`config.mk`:
```
export PLATFORM = sky130hd
export DESIGN_NAME = upic_irq_mode_ctrl
export DESIGN_NICKNAME = d
export VERILOG_FILES = /design/src/shared/upic_pkg.sv /design/src/verilog/upic_pulse_gen.sv /design/src/verilog/upic_stat_reg.sv /design/src/verilog/upic_irq_mode_ctrl.sv
export SDC_FILE = /design/constraint.sdc
export NUM_CORES = 1
export LEC_CHECK = 0
export BUFFER_PORTS_ARGS = -buffer_cell sky130_fd_sc_hd__buf_2
export CORE_UTILIZATION = 39
export DETAILED_ROUTE_END_ITERATION = 8
export PLACE_DENSITY = 0.56
export SYNTH_ARGS = -nofsm -noshare
export SYNTH_HDL_FRONTEND = slang
export SYNTH_SLANG_ARGS = --single-unit
```
`constraint.sdc`:
```
create_clock -name mclk -period 4.6 [get_ports mclk]
set_input_delay 0.92 -clock mclk [delete_from_list [all_inputs] [get_ports mclk]]
set_output_delay 0.92 -clock mclk [all_outputs]
set_load 0.005 [all_outputs]
```
`src/shared/upic_pkg.sv`:
```
// Package for the USB peripheral interrupt and mode control block.
// Assumes a 10 MHz core clock and a 16-bit parallel register port with byte strobes.
package upic_pkg;

    // Register offsets on the parallel port
    localparam logic [7:0] OFF_MODE = 8'h0c;
    localparam logic [7:0] OFF_IRQ_CFG = 8'h10;
    localparam logic [7:0] OFF_USB_STAT = 8'h18;
    localparam logic [7:0] OFF_USB_EN = 8'h14;
    localparam logic [7:0] OFF_DMA_STAT = 8'h50;
    localparam logic [7:0] OFF_DMA_EN = 8'h54;
    localparam logic [7:0] OFF_UNLOCK = 8'h7c;

    // Mode register fields
    localparam int MODE_PULLUP_BIT = 0;
    localparam int MODE_GATE_BIT = 3;
    localparam int MODE_KEEPALIVE_BIT = 7;
    localparam logic [15:0] MODE_RESET = 16'h0000;

    // Interrupt configuration fields
    localparam int CFG_POL_BIT = 0;
    localparam int CFG_LVL_BIT = 1;
    localparam int CFG_CTRL_LSB = 2;
    localparam int CFG_IN_LSB = 4;
    localparam int CFG_OUT_LSB = 6;
    localparam logic [7:0] CFG_RESET = 8'h00;

    localparam logic [15:0] UNLOCK_CODE = 16'haa37;

    // Timing
    localparam int CLK_PERIOD_NS = 100;
    localparam int PULSE_NS = 60;
    localparam int PULSE_CYCLES = (PULSE_NS + CLK_PERIOD_NS - 1) / CLK_PERIOD_NS;
    localparam int RESET_MIN_US = 500;
    localparam int POWERUP_RESET_MS = 2;

    // Pipe interrupt policy codes
    typedef enum logic [1:0] {
        POL_ACK = 2'b00,
        POL_ACK_NAK = 2'b01,
        POL_ACK_NAK1 = 2'b10,
        POL_RSVD = 2'b11
    } upic_policy_t;

    // Register read or write request
    typedef struct packed {
        logic wr;
        logic rd;
        logic [7:0] addr;
        logic [1:0] be;
        logic [15:0] wdata;
    } upic_req_t;

    // Raw pipe event inputs
    typedef struct packed {
        logic ack;
        logic nak;
    } upic_pipe_ev_t;

endpackage : upic_pkg

```
`src/verilog/upic_pulse_gen.sv`:
```
// One-shot pulse generator for the interrupt pin.
// Assumes a synchronous trigger on mclk.
`timescale 1ns/1ps
module upic_pulse_gen
    import upic_pkg::*;
#(
    parameter int CYCLES = PULSE_CYCLES
) (
    // Clock and reset
    input wire logic mclk,
    input wire logic rst_n,
    // Trigger and output
    input wire logic trig,
    output logic pulse
);
    logic [7:0] cnt;

    always_ff @(posedge mclk or negedge rst_n) begin
        if (!rst_n) begin
            cnt <= 8'h00;
        end else if (trig) begin
            cnt <= 8'(CYCLES);
        end else if (cnt != 8'h00) begin
            cnt <= cnt - 8'h01;
        end
    end

    assign pulse = (cnt != 8'h00);

endmodule : upic_pulse_gen

```
`src/verilog/upic_stat_reg.sv`:
```
// Sticky event status with write-one-to-clear and enable gating.
// Assumes events are one-cycle pulses synchronous to mclk.
`timescale 1ns/1ps
module upic_stat_reg
    import upic_pkg::*;
#(
    parameter int W = 16
) (
    // Clock and reset
    input wire logic mclk,
    input wire logic rst_n,
    // Events and controls
    input wire logic [W-1:0] ev,
    input wire logic [W-1:0] clr,
    input wire logic [W-1:0] en,
    // State
    output logic [W-1:0] stat,
    output logic pend
);
    genvar i;
    generate
        for (i = 0; i < W; i++) begin : g_bit
            always_ff @(posedge mclk or negedge rst_n) begin
                if (!rst_n) begin
                    stat[i] <= 1'b0;
                end else if (ev[i]) begin
                    stat[i] <= 1'b1; // Set wins over clear
                end else if (clr[i]) begin
                    stat[i] <= 1'b0;
                end
            end
        end
    endgenerate

    assign pend = |(stat & en);

endmodule : upic_stat_reg

```
`src/verilog/upic_irq_mode_ctrl.sv`:
```
// Summary of operation
// - Polarity and level/pulse bits of register 10h steer the interrupt pin.
// - Interrupt pin goes active only when the global gate bit is set.
// - After reset the pin is active low and level signaled.
// - Pulse mode gives one 100 ns (one mclk) pulse per rise of pending status OR.
// - Each DMA event and each USB event below the top three pipe bits sets its own status bit.
// - Only enabled status bits contribute to the interrupt.
// - Three 2-bit policies select which pipe events raise interrupts.
// - With gate clear, events still log but do not activate the pin.
// - Level mode: setting the gate with pending status asserts at once.
// - Level mode: clearing gate while asserted keeps pin asserted while pending.
// - Level interrupt deasserts only when all pending status is cleared.
// - Pull-up pin follows the attach bit; hardware reset clears it.
// - USB bus reset leaves the attach bit alone.
// - After resume wake-up, register writes blocked until unlock code written.
// - Suspended with keep-alive clear, a bus power edge restarts the clock.
// Top of the interrupt and mode control; register port is synchronous to mclk.
`timescale 1ns/1ps
module upic_irq_mode_ctrl
    import upic_pkg::*;
#(
    parameter int USB_EV_W = 16,
    parameter int DMA_EV_W = 16
) (
    // Clock and reset
    input wire logic mclk,
    input wire logic rst_n,
    // Register port
    input wire upic_req_t req,
    output logic [15:0] rdata,
    // Events from protocol engine and DMA
    input wire logic [USB_EV_W-1:0] usb_ev,
    input wire logic [DMA_EV_W-1:0] dma_ev,
    input wire upic_pipe_ev_t ctrl_ev,
    input wire upic_pipe_ev_t in_ev,
    input wire upic_pipe_ev_t out_ev,
    input wire logic first_nak,
    // Power management
    input wire logic suspended,
    input wire logic resume_wake,
    input wire logic vbus_sense,
    // Pins and outputs
    output logic irq_pin,
    output logic pullup_resistor_pin,
    output logic clk_wake,
    output logic write_locked
);
    localparam int PIPE_BITS = 3;

    logic [15:0] mode;
    logic [7:0] cfg;
    logic [USB_EV_W-1:0] usb_en;
    logic [DMA_EV_W-1:0] dma_en;
    logic [USB_EV_W-1:0] usb_stat;
    logic [DMA_EV_W-1:0] dma_stat;
    logic usb_pend;
    logic dma_pend;
    logic any_pend;
    logic any_pend_d;
    logic pulse;
    logic level_act;
    logic vbus_d;
    logic vbus_seen;
    logic wr_ok;
    logic [USB_EV_W-1:0] usb_clr;
    logic [DMA_EV_W-1:0] dma_clr;
    logic [USB_EV_W-1:0] usb_all;
    logic [PIPE_BITS-1:0] pipe_ev;

    wire logic irq_polarity_sel = cfg[CFG_POL_BIT];
    wire logic irq_signal_mode_sel = cfg[CFG_LVL_BIT];
    wire logic global_irq_gate = mode[MODE_GATE_BIT];
    wire logic pullup_attach = mode[MODE_PULLUP_BIT];
    wire logic clock_keep_alive = mode[MODE_KEEPALIVE_BIT];
    wire upic_policy_t ctrl_pipe_irq_policy = upic_policy_t'(cfg[CFG_CTRL_LSB +: 2]);
    wire upic_policy_t in_pipe_irq_policy = upic_policy_t'(cfg[CFG_IN_LSB +: 2]);
    wire upic_policy_t out_pipe_irq_policy = upic_policy_t'(cfg[CFG_OUT_LSB +: 2]);

    // Policy decides which handshakes of a pipe count as an event
    function automatic logic pipe_hit(input upic_policy_t pol, input upic_pipe_ev_t e, input logic first);
        case (pol)
            POL_ACK: pipe_hit = e.ack;
            POL_ACK_NAK: pipe_hit = e.ack | e.nak;
            POL_ACK_NAK1: pipe_hit = e.ack | (e.nak & first);
            default: pipe_hit = e.ack;
        endcase
    endfunction : pipe_hit

    // Byte-lane write data merge
    function automatic logic [15:0] merge(input logic [15:0] old, input upic_req_t r);
        merge = old;
        if (r.be[0]) begin
            merge[7:0] = r.wdata[7:0];
        end
        if (r.be[1]) begin
            merge[15:8] = r.wdata[15:8];
        end
    endfunction : merge

    function automatic logic hit(input upic_req_t r, input logic [7:0] off);
        hit = r.wr && (r.addr == off);
    endfunction : hit

    assign pipe_ev[0] = pipe_hit(ctrl_pipe_irq_policy, ctrl_ev, first_nak);
    assign pipe_ev[1] = pipe_hit(in_pipe_irq_policy, in_ev, first_nak);
    assign pipe_ev[2] = pipe_hit(out_pipe_irq_policy, out_ev, first_nak);
    // Pipe events occupy the top three USB status bits
    assign usb_all = usb_ev | {pipe_ev, {(USB_EV_W-PIPE_BITS){1'b0}}};

    // Unlock write is accepted unless resume_wake comes in the same cycle; others wait for the lock to lift
    assign wr_ok = !write_locked;

    // Lone byte writes still clear only their own byte; firmware should write both
    assign usb_clr = (wr_ok && hit(req, OFF_USB_STAT)) ?
        USB_EV_W'(merge(16'h0000, req)) : '0;
    assign dma_clr = (wr_ok && hit(req, OFF_DMA_STAT)) ?
        DMA_EV_W'(merge(16'h0000, req)) : '0;

    upic_stat_reg #(.W(USB_EV_W)) u_usb_stat (
        .mclk(mclk),
        .rst_n(rst_n),
        .ev(usb_all),
        .clr(usb_clr),
        .en(usb_en),
        .stat(usb_stat),
        .pend(usb_pend)
    );

    upic_stat_reg #(.W(DMA_EV_W)) u_dma_stat (
        .mclk(mclk),
        .rst_n(rst_n),
        .ev(dma_ev),
        .clr(dma_clr),
        .en(dma_en),
        .stat(dma_stat),
        .pend(dma_pend)
    );

    assign any_pend = usb_pend | dma_pend;

    // Write lock
    always_ff @(posedge mclk or negedge rst_n) begin
        if (!rst_n) begin
            write_locked <= 1'b0;
        end else if (resume_wake) begin
            write_locked <= 1'b1;
        end else if (hit(req, OFF_UNLOCK) && req.be == 2'b11 && req.wdata == UNLOCK_CODE) begin
            write_locked <= 1'b0;
        end
    end

    // Mode register; bus reset has no input here so it cannot touch attach
    always_ff @(posedge mclk or negedge rst_n) begin
        if (!rst_n) begin
            mode <= MODE_RESET;
        end else if (wr_ok && hit(req, OFF_MODE)) begin
            mode <= merge(mode, req);
        end
    end

    always_ff @(posedge mclk or negedge rst_n) begin
        if (!rst_n) begin
            cfg <= CFG_RESET;
        end else if (wr_ok && hit(req, OFF_IRQ_CFG) && req.be[0]) begin
            cfg <= req.wdata[7:0];
        end
    end

    always_ff @(posedge mclk or negedge rst_n) begin
        if (!rst_n) begin
            usb_en <= '0;
            dma_en <= '0;
        end else if (wr_ok) begin
            if (hit(req, OFF_USB_EN)) begin
                usb_en <= USB_EV_W'(merge(16'(usb_en), req));
            end
            if (hit(req, OFF_DMA_EN)) begin
                dma_en <= DMA_EV_W'(merge(16'(dma_en), req));
            end
        end
    end

    // Read back
    always_ff @(posedge mclk or negedge rst_n) begin
        if (!rst_n) begin
            rdata <= 16'h0000;
        end else if (req.rd) begin
            case (req.addr)
                OFF_MODE: rdata <= mode;
                OFF_IRQ_CFG: rdata <= {8'h00, cfg};
                OFF_USB_EN: rdata <= 16'(usb_en);
                OFF_USB_STAT: rdata <= 16'(usb_stat);
                OFF_DMA_EN: rdata <= 16'(dma_en);
                OFF_DMA_STAT: rdata <= 16'(dma_stat);
                OFF_UNLOCK: rdata <= {15'h0000, write_locked};
                default: rdata <= 16'h0000;
            endcase
        end
    end

    // Pulse trigger on rise of the pending OR
    always_ff @(posedge mclk or negedge rst_n) begin
        if (!rst_n) begin
            any_pend_d <= 1'b0;
        end else begin
            any_pend_d <= any_pend;
        end
    end

    upic_pulse_gen #(.CYCLES(PULSE_CYCLES)) u_pulse (
        .mclk(mclk),
        .rst_n(rst_n),
        .trig(any_pend && !any_pend_d && global_irq_gate),
        .pulse(pulse)
    );

    // Level hold: gate opens assertion, pending alone keeps it
    always_ff @(posedge mclk or negedge rst_n) begin
        if (!rst_n) begin
            level_act <= 1'b0;
        end else if (!any_pend) begin
            level_act <= 1'b0;
        end else if (global_irq_gate) begin
            level_act <= 1'b1;
        end
    end // Gate clear leaves level_act alone

    // Pin drive; idle level is the inverse of the active polarity
    always_ff @(posedge mclk or negedge rst_n) begin
        if (!rst_n) begin
            irq_pin <= 1'b1;
        end else begin
            irq_pin <= (irq_signal_mode_sel ? pulse : level_act) ^ ~irq_polarity_sel;
        end
    end

    always_ff @(posedge mclk or negedge rst_n) begin
        if (!rst_n) begin
            pullup_resistor_pin <= 1'b0;
        end else begin
            pullup_resistor_pin <= pullup_attach;
        end
    end

    // Clock wake request on bus power transition
    // No history at the first edge after reset, so a powered bus there is no false edge
    always_ff @(posedge mclk or negedge rst_n) begin
        if (!rst_n) begin
            vbus_d <= 1'b0;
            vbus_seen <= 1'b0;
            clk_wake <= 1'b0;
        end else begin
            vbus_d <= vbus_sense;
            vbus_seen <= 1'b1;
            clk_wake <= suspended && !clock_keep_alive && vbus_seen && (vbus_sense != vbus_d);
        end
    end
endmodule : upic_irq_mode_ctrl

```
Word level (Yosys, flattened, before mapping)
Index checks and enable logic that the tools add are counted.
Widths: inputs -> output; s select.
Word-level totals
  logic and storage cells: 227
  register bits: 120
Operators by class
  multiplexer cells: 79
  add/sub/neg operators: 1
  reduce and logical (&&, ||, !) cells: 65
  equal/unequal tests: 17
  bitwise operators: 16
Operator list (number)
  $pmux 16 s7: 1
  $mux 1: 69
  $reduce_bool 2->1: 34
  $and 16x16->16: 2
  $mux 16: 2
  $mux 8: 4
  $reduce_or 16->1: 2
  $eq 8x5->1 const B: 3
  $eq 8x7->1 const B: 3
  $logic_and 1x1->1: 19
  $eq 16x16->1 const B: 1
  $or 16x16->16: 1
  $reduce_and 3->1: 4
  $eq 2x2->1 const B: 4
  $eq 8x4->1 const B: 1
  $reduce_bool 8->1: 1
  $sub 8x1->8 const B: 1
  $or 1x1->1: 7
  $eq 2x1->1 const B: 3
  $pmux 1 s2: 3
  $reduce_and 2->1: 2
  $and 1x1->1: 3
  $logic_not 1->1: 3
  $ne 2x2->1 const B: 1
  3 further kinds: 4

Longest topological paths before layout
  depth in word-level cells: 6
  gate-level depth with buffers: 7

By module
A second synthesis with hierarchy kept.
Second synthesis, totals
  cells, all modules: 534
  area, all modules: 6137.1 µm²
Modules (own cells, without submodules)
  upic_irq_mode_ctrl: instances 1, sequential area each 2003.2 µm², area each 4319.1 µm², cells each 372
  upic_stat_reg: instances 2, sequential area each 400.4 µm², area each 683.2 µm², cells each 57
  upic_pulse_gen: instances 1, sequential area each 200.2 µm², area each 451.7 µm², cells each 48

Worst setup path before layout
Ideal clock, no wire load.
  path type: input -> register
  start: input port req[20] in the netlist's numbering
  end: register u_usb_stat.stat[13]
  stages: 6
  slack: 2.107 ns
  arrival time: 2.364 ns
  buffers on the path: 2
  data required time: 4.471 ns
  cells stage by stage: buf_6 > or4b_1 > buf_4 > nor3_4 > nand2_1 > a2111o_1
On the way
  word-level cells in the longest chain between the ends: 5
Ends and longest elaborated chain
  start: declaration: line upic_irq_mode_ctrl.sv:29  | input wire upic_req_t req,
  $eq 8x5->1: line upic_irq_mode_ctrl.sv:101  | hit = r.wr && (r.addr == off);
  $logic_and 1x1->1: line upic_irq_mode_ctrl.sv:101
  $logic_and 1x1->1: line upic_irq_mode_ctrl.sv:114  | assign usb_clr = (wr_ok && hit(req, OFF_USB_STAT)) ?
  $mux 16: line upic_irq_mode_ctrl.sv:114
  $reduce_bool 2->1 (no line)
  end signal: indexed assignment: line upic_stat_reg.sv:25  | stat[i] <= 1'b0;
  end signal: indexed assignment: line upic_stat_reg.sv:27  | stat[i] <= 1'b1;
  end signal: indexed assignment: line upic_stat_reg.sv:29  | stat[i] <= 1'b0;
  end: declaration: line upic_stat_reg.sv:17  | output logic [W-1:0] stat,
No other way between the ends.
A chain may end at the register's enable or synchronous reset.

Worst setup path after layout
  start: input port req[25] in the netlist's numbering
  end: register mode[6]
On the way
  word-level cells in the longest chain between the ends: 4
Ends and longest elaborated chain
  $eq 8x4->1: line upic_irq_mode_ctrl.sv:101
  $logic_and 1x1->1: line upic_irq_mode_ctrl.sv:101
  $logic_and 1x1->1: line upic_irq_mode_ctrl.sv:156  | end else if (wr_ok && hit(req, OFF_MODE)) begin
  $reduce_and 2->1 (no line)
  end signal: assignment: line upic_irq_mode_ctrl.sv:157  | mode <= merge(mode, req);
  end: declaration: line upic_irq_mode_ctrl.sv:50  | logic [15:0] mode;
No other way between the ends.

==> results by group <==
Outcome
  • Outcome: finished clean

STA
  • Slew Viols, Final: 0
  • Final Hold Slack: 0.437 ns
  • RSZ-0062 raised after global routing: no
  • Actual slew at the worst max-slew pin: 1.04 ns
  • Clk_skew: 0.0103 ns
  • Final hold viol count: 0
  • Total negative slack: 0 ns
  • Relative slew slack: 29.1%
  • Final period utilization: 69.8%
  • FMAX: 312 MHz
  • Setup Viol. Count Final: 0
  • Final critical-path required period: 3.21 ns

CTS
  • Hold_buf cts: 0
  • CTS clk-pin slew, worst paths: 0.05 ns
  • CTS root buf: clkbuf_16
  • # clock sinks: 120
  • Post-CTS setup buffer count: 0
  • TritonCTS clock tree: done
  • Clock Latency Late Sink: 0.42 ns
  • TritonCTS Buffers: 17
  • H-tree Lvls: 4
  • Clk buf depth: 2
  • Post-cts sizing count: 0

Detailed routing
  • Post-route ant nets: 0
  • Residual DRC count: 0
  • Total wire length: 17100 um
  • Initial DRC count: 507
  • WL per Instance: 21.9 um
  • First-pass iteration count of the detailed router: 6
  • Via count: 4507
  • DR vias/cell: 5.79

Synthesis
  • EDFF count, synth: 0
  • Synth Warn #: 0
  • Most common flop cell mapped by yosys: dfrtp_1
  • Post-synthesis sequential area ratio: 51.7%
  • FF+latch count, synth: 120
  • Ys async rst share: 100%
  • Post-Synthesis Cell Area: 0.00581 mm^2
  • Yosys cell types: 57
  • Largest cells by area after synthesis: dfrtp_1 (51%), mux2_2 (12%), a21o_1 (4.1%), nand2_1 (2.3%), mux2i_1 (2.2%)
  • Area share of the largest cell type after synthesis: 51.2%
  • Cells after synthesis: 492
  • Yosys top cell by area: dfrtp_1
  • Syn Nets: 569
  • Mapped Avg Cell Area: 11.8 um^2

Setup path
  • CP max stage delay: 0.82 ns
  • WP data required: 4.90 ns
  • Worst Path Arrival: 3.51 ns
  • CP bufs+invs: 1
  • Crit. End Element: register
  • Reg2Reg Setup Slack: 2.48 ns
  • Slowest CP cell: nor3_4
  • CP Class: input pin to register
  • Top cell family by delay on the critical path: simple AND/OR/NAND/NOR gates
  • CP Cell Sequence: buf_2 > or3_1 > nor3_4 > nand2_1 > mux2_2
  • R2r startpoint: u_usb_stat.stat[13]
  • CP Launch Type: input pin
  • Max FO, Critical Path: 18
  • Crit path from: req[25]

GRT
  • First-pass GRT wire length: 25800 um
  • GR Util All Layers: 23.7%
  • Vias in the first global route: 4334
  • Gr ovfl total: 0
  • Largest net degree at the start of global routing: 46
  • Initial antenna violation count: 0

Die
  • Die Y: 124 um
  • Die footprint: 0.0154 mm^2
  • Die width: 124 um
  • Core Region: 0.0145 mm^2
  • Rows: 44
  • IO Count: 92
  • Initial core utilization: 40.0%

Run
  • Max-Cap Viols: 0

Min path
  • Hold/Removal Path Class: register to register
  • Hold Crit Start: mode[0]

Finish
  • Nets: 660
  • Multi-input gate area: 0.00262 mm^2
  • Register area: 0.00300 mm^2
  • Antenna diodes: 0
  • Area Overhead vs Synth: 21.5%
  • Share of cells above drive strength 1: 33.9%
  • Fillcell total: 1325
  • Util after Layout: 48.6%

Placement
  • Placer congestion estimate: 0.833
  • HPWL after detailed placement: 12300 um
  • Port Buffer Count: 91

Power and ir drop
  • VDD IR-drop max: 247 uV
  • Power per Cell Area: 409 mW/mm^2
  • Lkg Pwr: 3.20 nW
[through the flow]
stage / power, mW / cell area [um^2] / setup WS, ns / cells
global placement: 1.42 / 6410 / 1.07 / 748
CTS: 2.91 / 7070 / 1.45 / 779
floorplan: 1.31 / 5810 / 2.11 / 492
finish: 2.89 / 7070 / 1.39 / 779
detailed placement: 1.42 / 6410 / 1.03 / 748
global route: 3.00 / 7070 / 1.24 / 779
[power by group]
group	switching, mW	internal (mW)
clock	0.466	1.02
combinational	0.158	0.111
sequential	0.0355	1.10
total	0.660	2.23
[metal layers]
metal / GRT usage (%) / vias to the layer above / part of all wire (%)
li1: - / 2030 / -
met1: 34.0 / 2271 / 47
met2: 34.3 / 185 / 45
met3: 6.78 / 21 / 7.3
met4: 7.51 / 0 / 1.4
met5: 0 / - / 0
[synthesized netlist by cell type, types with 3 or more instances]
master and number:
mux2i_1 13, nand4_1 6, nor3b_1 4, nand3_1 4, dfrtp_1 119, nor2_1 14
a2111o_1 3, or4b_1 3, ha_1 5, a222oi_1 9, or3_1 3, a22oi_1 17
a21o_1 32, inv_1 23, buf_1 4, a2111oi_0 7, nand3b_1 5, clkbuf_1 7
xnor2_1 5, a21oi_1 16, nor2b_1 7, buf_2 7, o22ai_1 8, mux2_2 64
nor3_1 21, a22o_1 8, nand2_1 36
[kinds of logic after synthesis]
kind of cell	Yosys count	share of synthesized area (%)
other	1	0.0645
muxes	79	15.4
xor gates and xnor gates	6	0.904
AOI/OAI and AO/OA	109	14.1
buffers and inverters	44	3.31
and+or+nand+nor	128	13.4
DFF	120	51.7
adders and majority gates	5	1.08
[layout make-up]
cell class | instances | share of cell area (%)
repair buffers | 93 | 6.69
flip-flops and latches | 120 | 42.5
inverters | 23 | 1.22
clock buffers | 24 | 6.96
clock inverters | 7 | 2.32
well taps | 184 | 3.26
multi-input cells | 328 | 37.0
[path summary, 6_finish.rpt]
path,endpoint,cells past startpoint
setup / recovery,mode[6],5
hold / removal,pullup_resistor_pin,0
setup reg to reg,u_pulse.cnt[1],4
hold reg to reg,pullup_resistor_pin,0
max in group asynchronous,usb_en[15],2
min in group asynchronous,u_pulse.cnt[5],1
[state kept, by name (all words and copies together), names as in the netlist, 8 cells and up]
| register | flops |
|---|---|
| cfg | 8 |
| dma_en | 16 |
| mode | 16 |
| rdata | 16 |
| u_dma_stat.stat | 16 |
| u_pulse.cnt | 8 |
| u_usb_stat.stat | 16 |
| usb_en | 16 |
[cell usage in the layout, fill, tap and decap left out, types with 3 or more instances in the layout]
cell       synthesis  final
dfrtp_1          119    119
buf_2              7     90
mux2_2            64     64
nand2_1           36     36
a21o_1            32     32
inv_1             23     23
nor3_1            21     21
a22oi_1           17     17
clkbuf_16          0     17
a21oi_1           16     16
nor2_1            14     14
mux2i_1           13     13
a222oi_1           9      9
a22o_1             8      8
o22ai_1            8      8
nor2b_1            7      7
a2111oi_0          7      7
nand4_1            6      6
xnor2_1            5      5
nand3b_1           5      5
ha_1               5      5
bufinv_16          0      5
nand3_1            4      4
nor3b_1            4      4
clkbuf_8           0      4
or3_1              3      3
or4b_1             3      3
a2111o_1           3      3
clkbuf_1           7      3
buf_4              1      3
Power figures use the tool's default switching activity.
